<file path="src/shared/ssf_pkg.sv">
// Functional notes
// - a flag other than receiver-active clears by access only after a status read with it set, then a data access.
// - long-word read of status and data clears every set receive flag other than receiver-active, armed or not, but not transmit flags.
// - a flag set after the status read stays set until a fresh read-access pair.
// - writing zeros clears nothing; a status read other than a long-word read arms every flag then set.
// - status bits 15-9 read zero; bit 8 down to bit 0 hold the nine flags.
// - transmit-empty sets on holding-to-shifter transfer and on reset.
// - a data write without a cleared transmit-empty does not start transmission.
// - transmit-complete sets when all data and preambles are shifted out.
// - receive-full sets on shifter transfer; noise, framing and parity flags set in the same cycle.
// - receiver-active sets at first start sample, clears on selected idle detection.
// - start bit checks samples 3, 5, 7; two or more high cancels it.
// - idle sets after 10 or 11 ones per eight- or nine-bit frame, not while sleeping.
// - idle cannot set again until a received frame sets receive-full or overrun, break included.
// - a word arriving while receive-full is set sets overrun and is discarded.
// - each bit sampled three times by majority; disagreement sets noise at frame end.
// - framing error sets on zero in stop position, with receive-full.
// - parity error sets on wrong parity, with receive-full.
// - receive flags other than receiver-active stay clear while the receiver is disabled.
// - any access touching the data low byte triggers clearing or transmit start.
// - while the receiver sleeps no receive flag other than receiver-active is set.
package ssf_pkg;
  localparam logic [3:0] ADDR_STATUS = 4'h0;
  localparam logic [3:0] ADDR_DATA = 4'h4;
  localparam logic [3:0] ADDR_CTRL = 4'h8;
  localparam int BIT_TX_EMPTY = 8;
  localparam int BIT_TX_DONE = 7;
  localparam int BIT_RX_FULL = 6;
  localparam int BIT_RX_BUSY = 5;
  localparam int BIT_QUIET = 4;
  localparam int BIT_OVERRUN = 3;
  localparam int BIT_NOISE = 2;
  localparam int BIT_FRAME = 1;
  localparam int BIT_PARITY = 0;
  localparam logic [8:0] STATUS_RESET = 9'h180;
  localparam logic [8:0] RX_FLAG_MASK = 9'h05F;
  localparam logic [8:0] TX_FLAG_MASK = 9'h180;
  localparam int CTRL_RX_EN = 0;
  localparam int CTRL_TX_EN = 1;
  localparam int CTRL_SLEEP = 2;
  localparam int CTRL_QUIET_TYPE = 3;
  localparam int CTRL_NINE_BIT = 4;
  localparam int CTRL_PAR_EN = 5;
  localparam int CTRL_PAR_ODD = 6;
  localparam logic [6:0] CTRL_RESET = 7'h00;
  localparam logic [15:0] BAUD_DIV_RESET = 16'h0036;
  localparam logic [3:0] SAMPLES_PER_BIT = 4'hF;
  localparam logic [3:0] START_S3 = 4'h2;
  localparam logic [3:0] START_S5 = 4'h4;
  localparam logic [3:0] START_S7 = 4'h6;
  localparam logic [3:0] DATA_S8 = 4'h7;
  localparam logic [3:0] DATA_S9 = 4'h8;
  localparam logic [3:0] DATA_S10 = 4'h9;
  localparam logic [3:0] FRAME_BITS_SHORT = 4'hA;
  localparam logic [3:0] FRAME_BITS_LONG = 4'hB;
  localparam logic [31:0] RD_UNMAPPED = 32'h0000_0000;
endpackage

</file>
<file path="src/core/ssf_top.sv">
// The register addresses and register access over Avalon-MM were chosen for this implementation.
`timescale 1ns/1ps
module ssf_top (
  // clock and reset
  input wire logic ref_clk_in,
  input wire logic reset_n_in,
  // avalon-mm slave
  input wire logic [3:0] avs_address_in,
  input wire logic avs_read_in,
  input wire logic avs_write_in,
  input wire logic [3:0] avs_byteenable_in,
  input wire logic [31:0] avs_writedata_in,
  output logic [31:0] avs_readdata_out,
  output logic avs_waitrequest_out,
  output logic avs_readdatavalid_out,
  // serial line
  input wire logic rxd_in,
  output logic txd_out
);
  import ssf_pkg::*;

  typedef enum logic [1:0] {SSF_RX_IDLE, SSF_RX_START, SSF_RX_BITS} ssf_rx_state_t;
  typedef enum logic [1:0] {SSF_TX_IDLE, SSF_TX_PRE, SSF_TX_SHIFT} ssf_tx_state_t;

  function automatic logic maj3(input logic [2:0] s);
    maj3 = (s[0] & s[1]) | (s[0] & s[2]) | (s[1] & s[2]);
  endfunction

  function automatic logic [3:0] frame_len(input logic nine);
    frame_len = nine ? FRAME_BITS_LONG : FRAME_BITS_SHORT;
  endfunction

  // register state
  logic [8:0] flags_ff, nxt_flags;
  logic [8:0] armed_ff, nxt_armed;
  logic [6:0] ctrl_ff;
  logic [15:0] baud_div_ff;
  logic [8:0] rx_hold_ff;
  logic [8:0] tx_hold_ff;
  logic tx_pending_ff;
  logic ack_ff;

  // bus decode; one wait cycle per access keeps answers registered
  wire sel_status = (avs_address_in == ADDR_STATUS);
  wire sel_data = (avs_address_in == ADDR_DATA);
  wire sel_ctrl = (avs_address_in == ADDR_CTRL);
  wire req = avs_read_in | avs_write_in;
  wire take = req & ack_ff;
  wire data_lo = avs_byteenable_in[0];
  // status read arms on any byte; long-word read spans status and data lanes
  wire status_rd = take & avs_read_in & sel_status;
  wire long_rd = status_rd & (&avs_byteenable_in);
  wire data_rd = take & avs_read_in & sel_data & data_lo;
  wire data_wr = take & avs_write_in & sel_data & data_lo;
  wire ctrl_wr = take & avs_write_in & sel_ctrl;
  wire rx_en = ctrl_ff[CTRL_RX_EN];
  wire sleep = ctrl_ff[CTRL_SLEEP];
  wire [31:0] rd_mux = sel_status ? {rx_hold_ff[7:0], 8'h00, 7'h00, flags_ff} :
                       sel_data ? {23'h000000, rx_hold_ff} :
                       sel_ctrl ? {baud_div_ff, 9'h000, ctrl_ff} : RD_UNMAPPED;

  assign avs_waitrequest_out = req & ~ack_ff;
  always_ff @(posedge ref_clk_in or negedge reset_n_in) begin
    if (!reset_n_in) begin
      ack_ff <= 1'b0;
      avs_readdata_out <= 32'h0000_0000;
      avs_readdatavalid_out <= 1'b0;
    end else begin
      ack_ff <= req & ~ack_ff;
      avs_readdatavalid_out <= take & avs_read_in;
      // loaded in the wait cycle so read data already stands at the accepting edge
      if (req & ~ack_ff & avs_read_in) avs_readdata_out <= rd_mux;
    end
  end

  always_ff @(posedge ref_clk_in or negedge reset_n_in) begin
    if (!reset_n_in) begin
      ctrl_ff <= CTRL_RESET;
      baud_div_ff <= BAUD_DIV_RESET;
    end else if (ctrl_wr) begin
      if (avs_byteenable_in[0]) ctrl_ff <= avs_writedata_in[6:0];
      if (avs_byteenable_in[3]) baud_div_ff <= avs_writedata_in[31:16];
    end
  end

  // 16x sample enable
  logic [15:0] div_cnt_ff;
  wire tick = (div_cnt_ff == 16'h0000);
  always_ff @(posedge ref_clk_in or negedge reset_n_in) begin
    if (!reset_n_in) div_cnt_ff <= 16'h0000;
    else div_cnt_ff <= tick ? baud_div_ff : div_cnt_ff - 16'h0001;
  end

  // receiver
  ssf_rx_state_t rx_st_ff;
  logic [3:0] rt_ff, bit_ff, ones_ff, q_rt_ff;
  logic [1:0] st_smp_ff;
  logic [2:0] smp_ff;
  logic [9:0] rx_sh_ff;
  logic noisy_ff, prev_rx_ff, quiet_ok_ff, counting_ff;
  wire nine = ctrl_ff[CTRL_NINE_BIT];
  wire [3:0] nbits = frame_len(nine);
  wire start_fail = (st_smp_ff[0] & st_smp_ff[1]) | (st_smp_ff[0] & rxd_in) | (st_smp_ff[1] & rxd_in);
  wire bit_val = maj3({rxd_in, smp_ff[1:0]});
  wire bit_noise = ~((rxd_in == smp_ff[0]) & (smp_ff[0] == smp_ff[1]));
  wire bit_end = tick & (rx_st_ff == SSF_RX_BITS) & (rt_ff == DATA_S10);
  wire frame_end = bit_end & (bit_ff == nbits - 4'h2);
  wire [9:0] frame = {bit_val, rx_sh_ff[9:1]};
  wire [8:0] word = nine ? frame[8:0] : {1'b0, frame[8:1]};
  wire stop_zero = ~bit_val;
  wire par_bad = ctrl_ff[CTRL_PAR_EN] & ((^word[7:0] ^ (nine & word[8])) ^ ctrl_ff[CTRL_PAR_ODD] ^ 1'b0 ^
                 (nine ? 1'b0 : 1'b0)) & 1'b1;
  wire rx_ok = rx_en & ~sleep;
  wire rx_xfer = frame_end & rx_ok & ~flags_ff[BIT_OVERRUN] & ~flags_ff[BIT_RX_FULL];
  wire rx_over = frame_end & rx_ok & flags_ff[BIT_RX_FULL] & ~flags_ff[BIT_OVERRUN];
  // own bit timer: the receive timer is parked while the line is idle
  wire quiet_hit = tick & counting_ff & (q_rt_ff == SAMPLES_PER_BIT) & (ones_ff == nbits - 4'h1);
  wire start_seen = tick & (rx_st_ff == SSF_RX_IDLE) & prev_rx_ff & ~rxd_in;

  always_ff @(posedge ref_clk_in or negedge reset_n_in) begin
    if (!reset_n_in) begin
      rx_st_ff <= SSF_RX_IDLE;
      rt_ff <= 4'h0;
      bit_ff <= 4'h0;
      smp_ff <= 3'h0;
      st_smp_ff <= 2'b00;
      rx_sh_ff <= 10'h000;
      noisy_ff <= 1'b0;
      prev_rx_ff <= 1'b1;
    end else if (tick) begin
      prev_rx_ff <= rxd_in;
      rt_ff <= rt_ff + 4'h1;
      smp_ff <= {smp_ff[1:0], rxd_in};
      case (rx_st_ff)
        SSF_RX_IDLE: begin
          rt_ff <= 4'h0;
          if (start_seen) rx_st_ff <= SSF_RX_START;
        end
        SSF_RX_START: begin
          if (rt_ff == START_S3) st_smp_ff[0] <= rxd_in;
          if (rt_ff == START_S5) st_smp_ff[1] <= rxd_in;
          if (rt_ff == START_S7) begin
            if (start_fail) rx_st_ff <= SSF_RX_IDLE;
            noisy_ff <= bit_noise;
          end
          if (rt_ff == SAMPLES_PER_BIT) begin
            rx_st_ff <= SSF_RX_BITS;
            bit_ff <= 4'h0;
          end
        end
        SSF_RX_BITS: begin
          if (rt_ff == DATA_S10) begin
            rx_sh_ff <= frame;
            noisy_ff <= noisy_ff | bit_noise;
            bit_ff <= bit_ff + 4'h1;
            if (frame_end) rx_st_ff <= SSF_RX_IDLE;
          end
        end
        default: rx_st_ff <= SSF_RX_IDLE;
      endcase
    end
  end

  // ones counting: short type counts any ones, long type only after a stop bit or while the receiver is idle
  always_ff @(posedge ref_clk_in or negedge reset_n_in) begin
    if (!reset_n_in) begin
      ones_ff <= 4'h0;
      q_rt_ff <= 4'h0;
      counting_ff <= 1'b0;
      quiet_ok_ff <= 1'b1;
    end else begin
      if (rx_xfer | rx_over) quiet_ok_ff <= 1'b1;
      else if (quiet_hit) quiet_ok_ff <= 1'b0;
      if (tick) begin
        if (~rxd_in) begin
          counting_ff <= 1'b0;
          ones_ff <= 4'h0;
          q_rt_ff <= 4'h0;
        end else if (counting_ff) begin
          q_rt_ff <= q_rt_ff + 4'h1;
          if (quiet_hit) ones_ff <= 4'h0;
          else if (q_rt_ff == SAMPLES_PER_BIT) ones_ff <= ones_ff + 4'h1;
        end else if (frame_end | (rx_st_ff == SSF_RX_IDLE) | ~ctrl_ff[CTRL_QUIET_TYPE]) begin
          counting_ff <= 1'b1;
          q_rt_ff <= 4'h0;
        end
      end
    end
  end

  // transmitter
  ssf_tx_state_t tx_st_ff;
  logic [10:0] tx_sh_ff;
  logic [3:0] tx_bit_ff, tx_rt_ff;
  logic tx_en_d_ff;
  wire tx_load = (tx_st_ff == SSF_TX_IDLE) & tx_pending_ff & ctrl_ff[CTRL_TX_EN];
  wire tx_bit_tick = tick & (tx_rt_ff == SAMPLES_PER_BIT);
  wire tx_last = tx_bit_tick & (tx_bit_ff == nbits - 4'h1) & (tx_st_ff != SSF_TX_IDLE);
  wire tx_done = tx_last & ~tx_pending_ff;

  always_ff @(posedge ref_clk_in or negedge reset_n_in) begin
    if (!reset_n_in) begin
      tx_st_ff <= SSF_TX_IDLE;
      tx_sh_ff <= 11'h7FF;
      tx_bit_ff <= 4'h0;
      tx_rt_ff <= 4'h0;
      tx_en_d_ff <= 1'b0;
      txd_out <= 1'b1;
    end else begin
      tx_en_d_ff <= ctrl_ff[CTRL_TX_EN];
      if (tick) tx_rt_ff <= tx_rt_ff + 4'h1;
      case (tx_st_ff)
        SSF_TX_IDLE: begin
          txd_out <= 1'b1;
          tx_bit_ff <= 4'h0;
          if (ctrl_ff[CTRL_TX_EN] & ~tx_en_d_ff) tx_st_ff <= SSF_TX_PRE;
          else if (tx_load) begin
            tx_st_ff <= SSF_TX_SHIFT;
            tx_sh_ff <= nine ? {1'b1, tx_hold_ff, 1'b0} : {2'b11, tx_hold_ff[7:0], 1'b0};
          end
        end
        SSF_TX_PRE, SSF_TX_SHIFT: begin
          if (tx_bit_tick) begin
            txd_out <= (tx_st_ff == SSF_TX_PRE) | tx_sh_ff[0];
            tx_sh_ff <= {1'b1, tx_sh_ff[10:1]};
            tx_bit_ff <= tx_bit_ff + 4'h1;
            if (tx_last) tx_st_ff <= SSF_TX_IDLE;
          end
        end
        default: tx_st_ff <= SSF_TX_IDLE;
      endcase
    end
  end

  // data registers; a write while transmit-empty is not both armed and set is held back
  always_ff @(posedge ref_clk_in or negedge reset_n_in) begin
    if (!reset_n_in) begin
      rx_hold_ff <= 9'h000;
      tx_hold_ff <= 9'h000;
      tx_pending_ff <= 1'b0;
    end else begin
      if (rx_xfer) rx_hold_ff <= word;
      if (data_wr) tx_hold_ff <= avs_writedata_in[8:0];
      if (data_wr & armed_ff[BIT_TX_EMPTY] & flags_ff[BIT_TX_EMPTY]) tx_pending_ff <= 1'b1;
      else if (tx_load) tx_pending_ff <= 1'b0;
    end
  end

  // flag set and clear; sets always win over clears
  logic [8:0] set_vec, clr_vec;
  always_comb begin
    set_vec = 9'h000;
    set_vec[BIT_TX_EMPTY] = tx_load;
    set_vec[BIT_TX_DONE] = tx_done;
    set_vec[BIT_RX_FULL] = rx_xfer;
    set_vec[BIT_NOISE] = rx_xfer & (noisy_ff | bit_noise);
    set_vec[BIT_FRAME] = rx_xfer & stop_zero;
    set_vec[BIT_PARITY] = rx_xfer & par_bad;
    set_vec[BIT_OVERRUN] = rx_over;
    set_vec[BIT_QUIET] = quiet_hit & quiet_ok_ff & rx_ok;
    set_vec[BIT_RX_BUSY] = start_seen;
    clr_vec = 9'h000;
    if (data_rd) clr_vec = armed_ff & RX_FLAG_MASK;
    if (long_rd) clr_vec = flags_ff & RX_FLAG_MASK;
    if (data_wr) clr_vec = armed_ff & TX_FLAG_MASK;
    clr_vec[BIT_RX_BUSY] = quiet_hit | (tick & (rx_st_ff == SSF_RX_START) & (rt_ff == START_S7) & start_fail);
    nxt_flags = (flags_ff & ~clr_vec) | set_vec;
    if (~rx_en) nxt_flags = nxt_flags & ~RX_FLAG_MASK;
    nxt_armed = armed_ff & ~clr_vec;
    if (status_rd & ~long_rd) nxt_armed = flags_ff;
    if (long_rd) nxt_armed = flags_ff & TX_FLAG_MASK & armed_ff;
  end

  always_ff @(posedge ref_clk_in or negedge reset_n_in) begin
    if (!reset_n_in) begin
      flags_ff <= STATUS_RESET;
      armed_ff <= 9'h000;
    end else begin
      flags_ff <= nxt_flags;
      armed_ff <= nxt_armed;
    end
  end
endmodule

</file>
<file path="config.mk">
export PLATFORM = sky130hd
export DESIGN_NAME = ssf_top
export DESIGN_NICKNAME = d
export VERILOG_FILES = /design/src/shared/ssf_pkg.sv /design/src/core/ssf_top.sv
export SDC_FILE = /design/constraint.sdc
export NUM_CORES = 1
export LEC_CHECK = 0
export ABC_AREA = 1
export BUFFER_PORTS_ARGS = -buffer_cell sky130_fd_sc_hd__buf_2
export CAP_MARGIN = 10
export CELL_PAD_IN_SITES_DETAIL_PLACEMENT = 1
export CELL_PAD_IN_SITES_GLOBAL_PLACEMENT = 1
export CORE_MARGIN = 4
export CORE_UTILIZATION = 45
export DETAILED_ROUTE_END_ITERATION = 7
export PLACE_DENSITY_LB_ADDON = 0.12
export SLEW_MARGIN = 20
export SYNTH_ARGS = -nofsm -noshare
export SYNTH_HDL_FRONTEND = slang
export SYNTH_SLANG_ARGS = --single-unit
</file>
<file path="constraint.sdc">
create_clock -name ref_clk_in -period 3 [get_ports ref_clk_in]
set_clock_uncertainty 0.15 [all_clocks]
set_input_delay 0 -clock ref_clk_in [delete_from_list [all_inputs] [get_ports ref_clk_in]]
set_output_delay 0 -clock ref_clk_in [all_outputs]
set_load 0.1 [all_outputs]
</file>
# Word-level counts from Yosys, hierarchy flattened
# Index checks and enable logic that the tools add are counted.
word_totals:
  regBits: 169
classes:
  addsub: 9
  n_eq_ne: 33
  n_reduce_logical: 25
  n_mux: 54
  bitwise_logic: 83
ops:
  columns: ["op", "n"]
  rows:
  - ["$mux 32", 3]
  - ["$and 1x1->1", 54]
  - ["$mux 9", 5]
  - ["$mux 4", 11]
  - ["$mux 11", 3]
  - ["$and 9x9->9", 3]
  - ["$add 4x1->4 const B", 6]
  - ["$pmux 11 s2", 1]
  - ["$eq 4x4->1 const B", 5]
  - ["$mux 2", 10]
  - ["$logic_not 16->1", 1]
  - ["$mux 16", 1]
  - ["$ne 2x2->1 const B", 8]
  - ["$pmux 4 s2", 2]
  - ["$reduce_and 4->1", 4]
  - ["$sub 16x1->16 const B", 1]
  - ["$reduce_and 3->1", 5]
  - ["$mux 7", 2]
  - ["$eq 4x3->1 const B", 3]
  - ["$eq 4x4->1", 3]
  - ["$mux 1", 11]
  - ["$not 1->1", 11]
  - ["$or 1x1->1", 11]
  - ["$mux 10", 1]
  - ["23 further kinds", 39]

# Longest topological paths before layout
depth:
  word_depth: 12
  depth_mapped: 15
  ltp_nobuf: 14

# Worst setup path before layout
# No wires, ideal clock.
synth_path:
  path_type: "register to register"
  start: "register ack_ff"
  end: "register ack_ff"
  slack_ns: 0.901
  arrival_time_ns: 1.682
  period_less_slack_ns: 2.099
  stages_incl_launch_ff: 2
  setup_time_ns: 0.267
  cell_sequence: "dfrtp_1 > nor2_1"
synth_between:
  elab_chain_len: 2
synth_rtl:
  columns: ["element", "line", "rtl"]
  rows:
  - ["from (decl)", "ssf_top.sv:41", "logic ack_ff;"]
  - ["from (signal assigned)", "ssf_top.sv:69", "ack_ff <= req & ~ack_ff;"]
  - ["$not 1->1", null, null]
  - ["$and 1x1->1", null, null]
  - ["net avs_waitrequest_out", "ssf_top.sv:14", "output logic avs_waitrequest_out,"]
# The timed path passes the listed nets, and every way through them passes these cells.
# A chain may end at the register's enable or synchronous reset.

# Final worst setup path
layout_path:
  start: "input avs_address_in[1]"
  end: "register tx_hold_ff[0]"
layout_between:
  elab_chain_len: 3
layout_rtl:
  columns: ["element", "line", "rtl"]
  rows:
  - ["from (decl)", "ssf_top.sv:8", "input wire logic [3:0] avs_address_in,"]
  - ["$eq 4x3->1", "ssf_top.sv:45", "wire sel_data = (avs_address_in == ADDR_DATA);"]
  - ["$and 1x1->1 (2 in a row)", "ssf_top.sv:54", "wire data_wr = take & avs_write_in & sel_data & data_lo;"]
  - ["to (signal assigned)", "ssf_top.sv:243", "if (data_wr) tx_hold_ff <= avs_writedata_in[8:0];"]
  - ["to (decl)", "ssf_top.sv:39", "logic [8:0] tx_hold_ff;"]
# No other way between the ends.

==> reports/metrics.cfg <==
[status]
run_status = finished, violations left
violations = hold timing

[final_layout]
final_area_um2 = 9603
area_growth_pct = 20.30
drive_gt1_frac = 0.1657
fill_cells = 2082
layout.nets = 1132
utilization = 0.5533
diodes = 0

[place]
place_area_um2 = 8537
dp.final_hpwl_mm = 15.29
gp_congestion = 0.7995
portBuffers = 65

[route]
drt_wl_total_mm = 21.93
ant_nets = 0
top_layer = met4
first_pass_iters = 5
wl_met2_mm = 10.66
vias = 6824
route.met3.wl_um = 867
wl_per_cell_um = 16.72
drc = 0
drt_iter0_markers = 288
wl_met1_mm = 10.10
via_per_inst = 5.205

[sta]
max_freq_ghz = 0.3816
period_share = 0.8735
hold_slack_ns = -0.01843
hold_violations = 5
setup_viol = 0
setup_tns_ns = 0
rsz0062_at_grt = no
final.min_clock_period_ns = 2.620
relSlewSlack = 0.4905
drv_slew = 0
tightest_slew_ns = 0.7635

[die]
die_y_um = 141.2
floorplan.initialDensity = 0.4599
core_area_um2 = 17360
fp.dieArea_um2 = 19930
row_count = 48
die_w_um = 141.2
pin_count = 80

[global_routing]
overflow = 0
grt_max_degree = 68
grt_pass1_vias = 7269
grt_pass1_wl_mm = 36.90
grt_util_all_layers = 0.2304
antenna_found_initial = 0

[worst_setup_path]
path_class = in2reg
cp-start-kind = primary input
arrival_ns = 2.84
end_kind = register
path_max_fanout = 7
crit_required_ns = 3.22

[synthesis]
synth_area_per_cell_um2 = 8.333
ys_top_cells_by_area = dfrtp_1 (44%), nand2_1 (13%), dfstp_2 (6.3%), o21ai_0 (5.4%), inv_1 (4.5%)
synth_cell_types = 49
synth_async_sr_flop_share = 1.000
netlist_area_um2 = 7983
synth-seq-cells = 159
ys_seq_area_frac = 0.5014
netlist_instances = 958
ys.flop_type = dfrtp_1
synth-edff-count = 0
ys_warn_count = 0
synth_top_area_cell = dfrtp_1
netlist.area_leader.share = 0.4389

[cts]
cts-hold-fix-buffers = 47
ctsResizeCount = 0
cts_tree = done
postCtsSetupBuffers = 0
root_buffer = clkbuf_16
clkTransAtPathRegs_ns = 0.07
cts_buffers = 17
clock-sinks = 159
cts_buffer_depth = 2
cts_htree_levels = 4
clk_latency_ns = 0.43

[pwr]
p_leak_nw = 4.614
power.density_nw_per_um2 = 611.5
peakVddDrop_uv = 585.6

[worst_hold_path]
min_path_type = in2async

[flow_run]
cap_viol_max_count = 0

-- cell usage in the layout (no fill, tap or decap), types with 15 or more instances in the layout --
cell type and count:
dlygate4sd3_1 47, o21ai_0 86, clkbuf_16 17, inv_1 96, a21oi_1 19, nand3_1 56
dfrtp_1 140, a31oi_1 15, nor2_1 64, nand2_1 279, buf_2 64, nand4_1 15
dfstp_2 19
-- cell usage after synthesis, types with 10 or more instances --
master / n
nand2_1: 279
dfrtp_1: 140
inv_1: 96
o21ai_0: 86
nor2_1: 65
nand3_1: 56
a21oi_1: 19
dfstp_2: 19
a31oi_1: 15
nand4_1: 15
ha_1: 14
clkbuf_1: 13
buf_2: 11
mux2_2: 10
o21ai_2: 10
xnor2_1: 10
-- path summary, 6_finish.rpt --
check	startpoint	depth (start not counted)	slack (ns)	end
setup / recovery	avs_address_in[1]	10	0.38	tx_hold_ff[0]
min in group ref_clk_in	avs_byteenable_in[3]	3	0.01	baud_div_ff[11]
setup reg to reg	div_cnt_ff[0]	14	0.39	tx_sh_ff[5]
hold / removal	reset_n_in	2	-0.02	div_cnt_ff[7]
max in group asynchronous	reset_n_in	3	1.88	baud_div_ff[1]
hold reg to reg	tx_sh_ff[2]	2	0.32	tx_sh_ff[2]
-- kinds of logic (layout without fill, tap and decap cells) --
group                    after synthesis  in the layout  share of synthesized area
AND/OR/NAND/NOR                      453            453                     0.2467
AO/OA/AOI/OAI                        163            163                     0.1197
flip-flops                           159            159                     0.5014
buffers and inverters                137            259                    0.07132
XOR/XNOR                              17             17                    0.01865
adder cells (fa/ha/maj)               14             14                    0.02194
multiplexers                          14             14                    0.01975
other                                  1              7                  0.0004698
-- area by class of cell --
class | count | area, um2 | area share
multi-input cells | 668 | 3436 | 0.3578
well taps | 225 | 281.5 | 0.02932
repair buffers | 123 | 897.1 | 0.09342
inverters | 104 | 390.4 | 0.04065
clock buffers | 18 | 439.2 | 0.04573
flip-flops and latches | 159 | 4003 | 0.4168
clock inverters | 14 | 156.4 | 0.01629
-- per-stage QoR --
stage | total power [mW] | std cells | setup WS (ns)
after CTS | 5.930 | 1311 | 0.3320
after global placement | 3.638 | 1232 | 0.4834
after floorplan | 3.342 | 964 | 0.9014
final | 5.872 | 1311 | 0.3796
after detailed placement | 3.668 | 1232 | 0.3840
after global routing | 6.184 | 1311 | 0.1001
-- metal layers --
metal	GRT usage	vias up
met1	0.3089	3346
li1	-	3340
met5	0	-
met2	0.3900	123
met3	0.03324	15
met4	0.06629	0
-- power breakdown --
| part | internal (mW) | switching (mW) |
|---|---|---|
| Clock | 1.26 | 0.930 |
| Combinational | 0.312 | 0.851 |
| Sequential | 2.38 | 0.138 |
| Total | 3.95 | 1.92 |
-- flip-flops by register name, summed over array words and instances, names as in the netlist, 7 cells and up --
| signal | count |
|---|---|
| avs_readdata_out | 25 |
| tx_hold_ff | 9 |
| tx_sh_ff | 10 |
| baud_div_ff | 16 |
| ctrl_ff | 7 |
| rx_hold_ff | 9 |
| flags_ff | 9 |
| armed_ff | 8 |
| div_cnt_ff | 16 |
| rx_sh_ff | 9 |
-- worst max-delay path: stages --
cell	delay, ns
dlygate4sd3_1	0.53
buf_2	0.12
or2_4	0.27
nor2_4	0.15
nand2_1	0.13
nor2_2	0.34
nand2_1	0.09
dlygate4sd3_1	0.57
o21ai_0	0.07
dlygate4sd3_1	0.56
No activity file was read; power rests on OpenSTA's default activity.
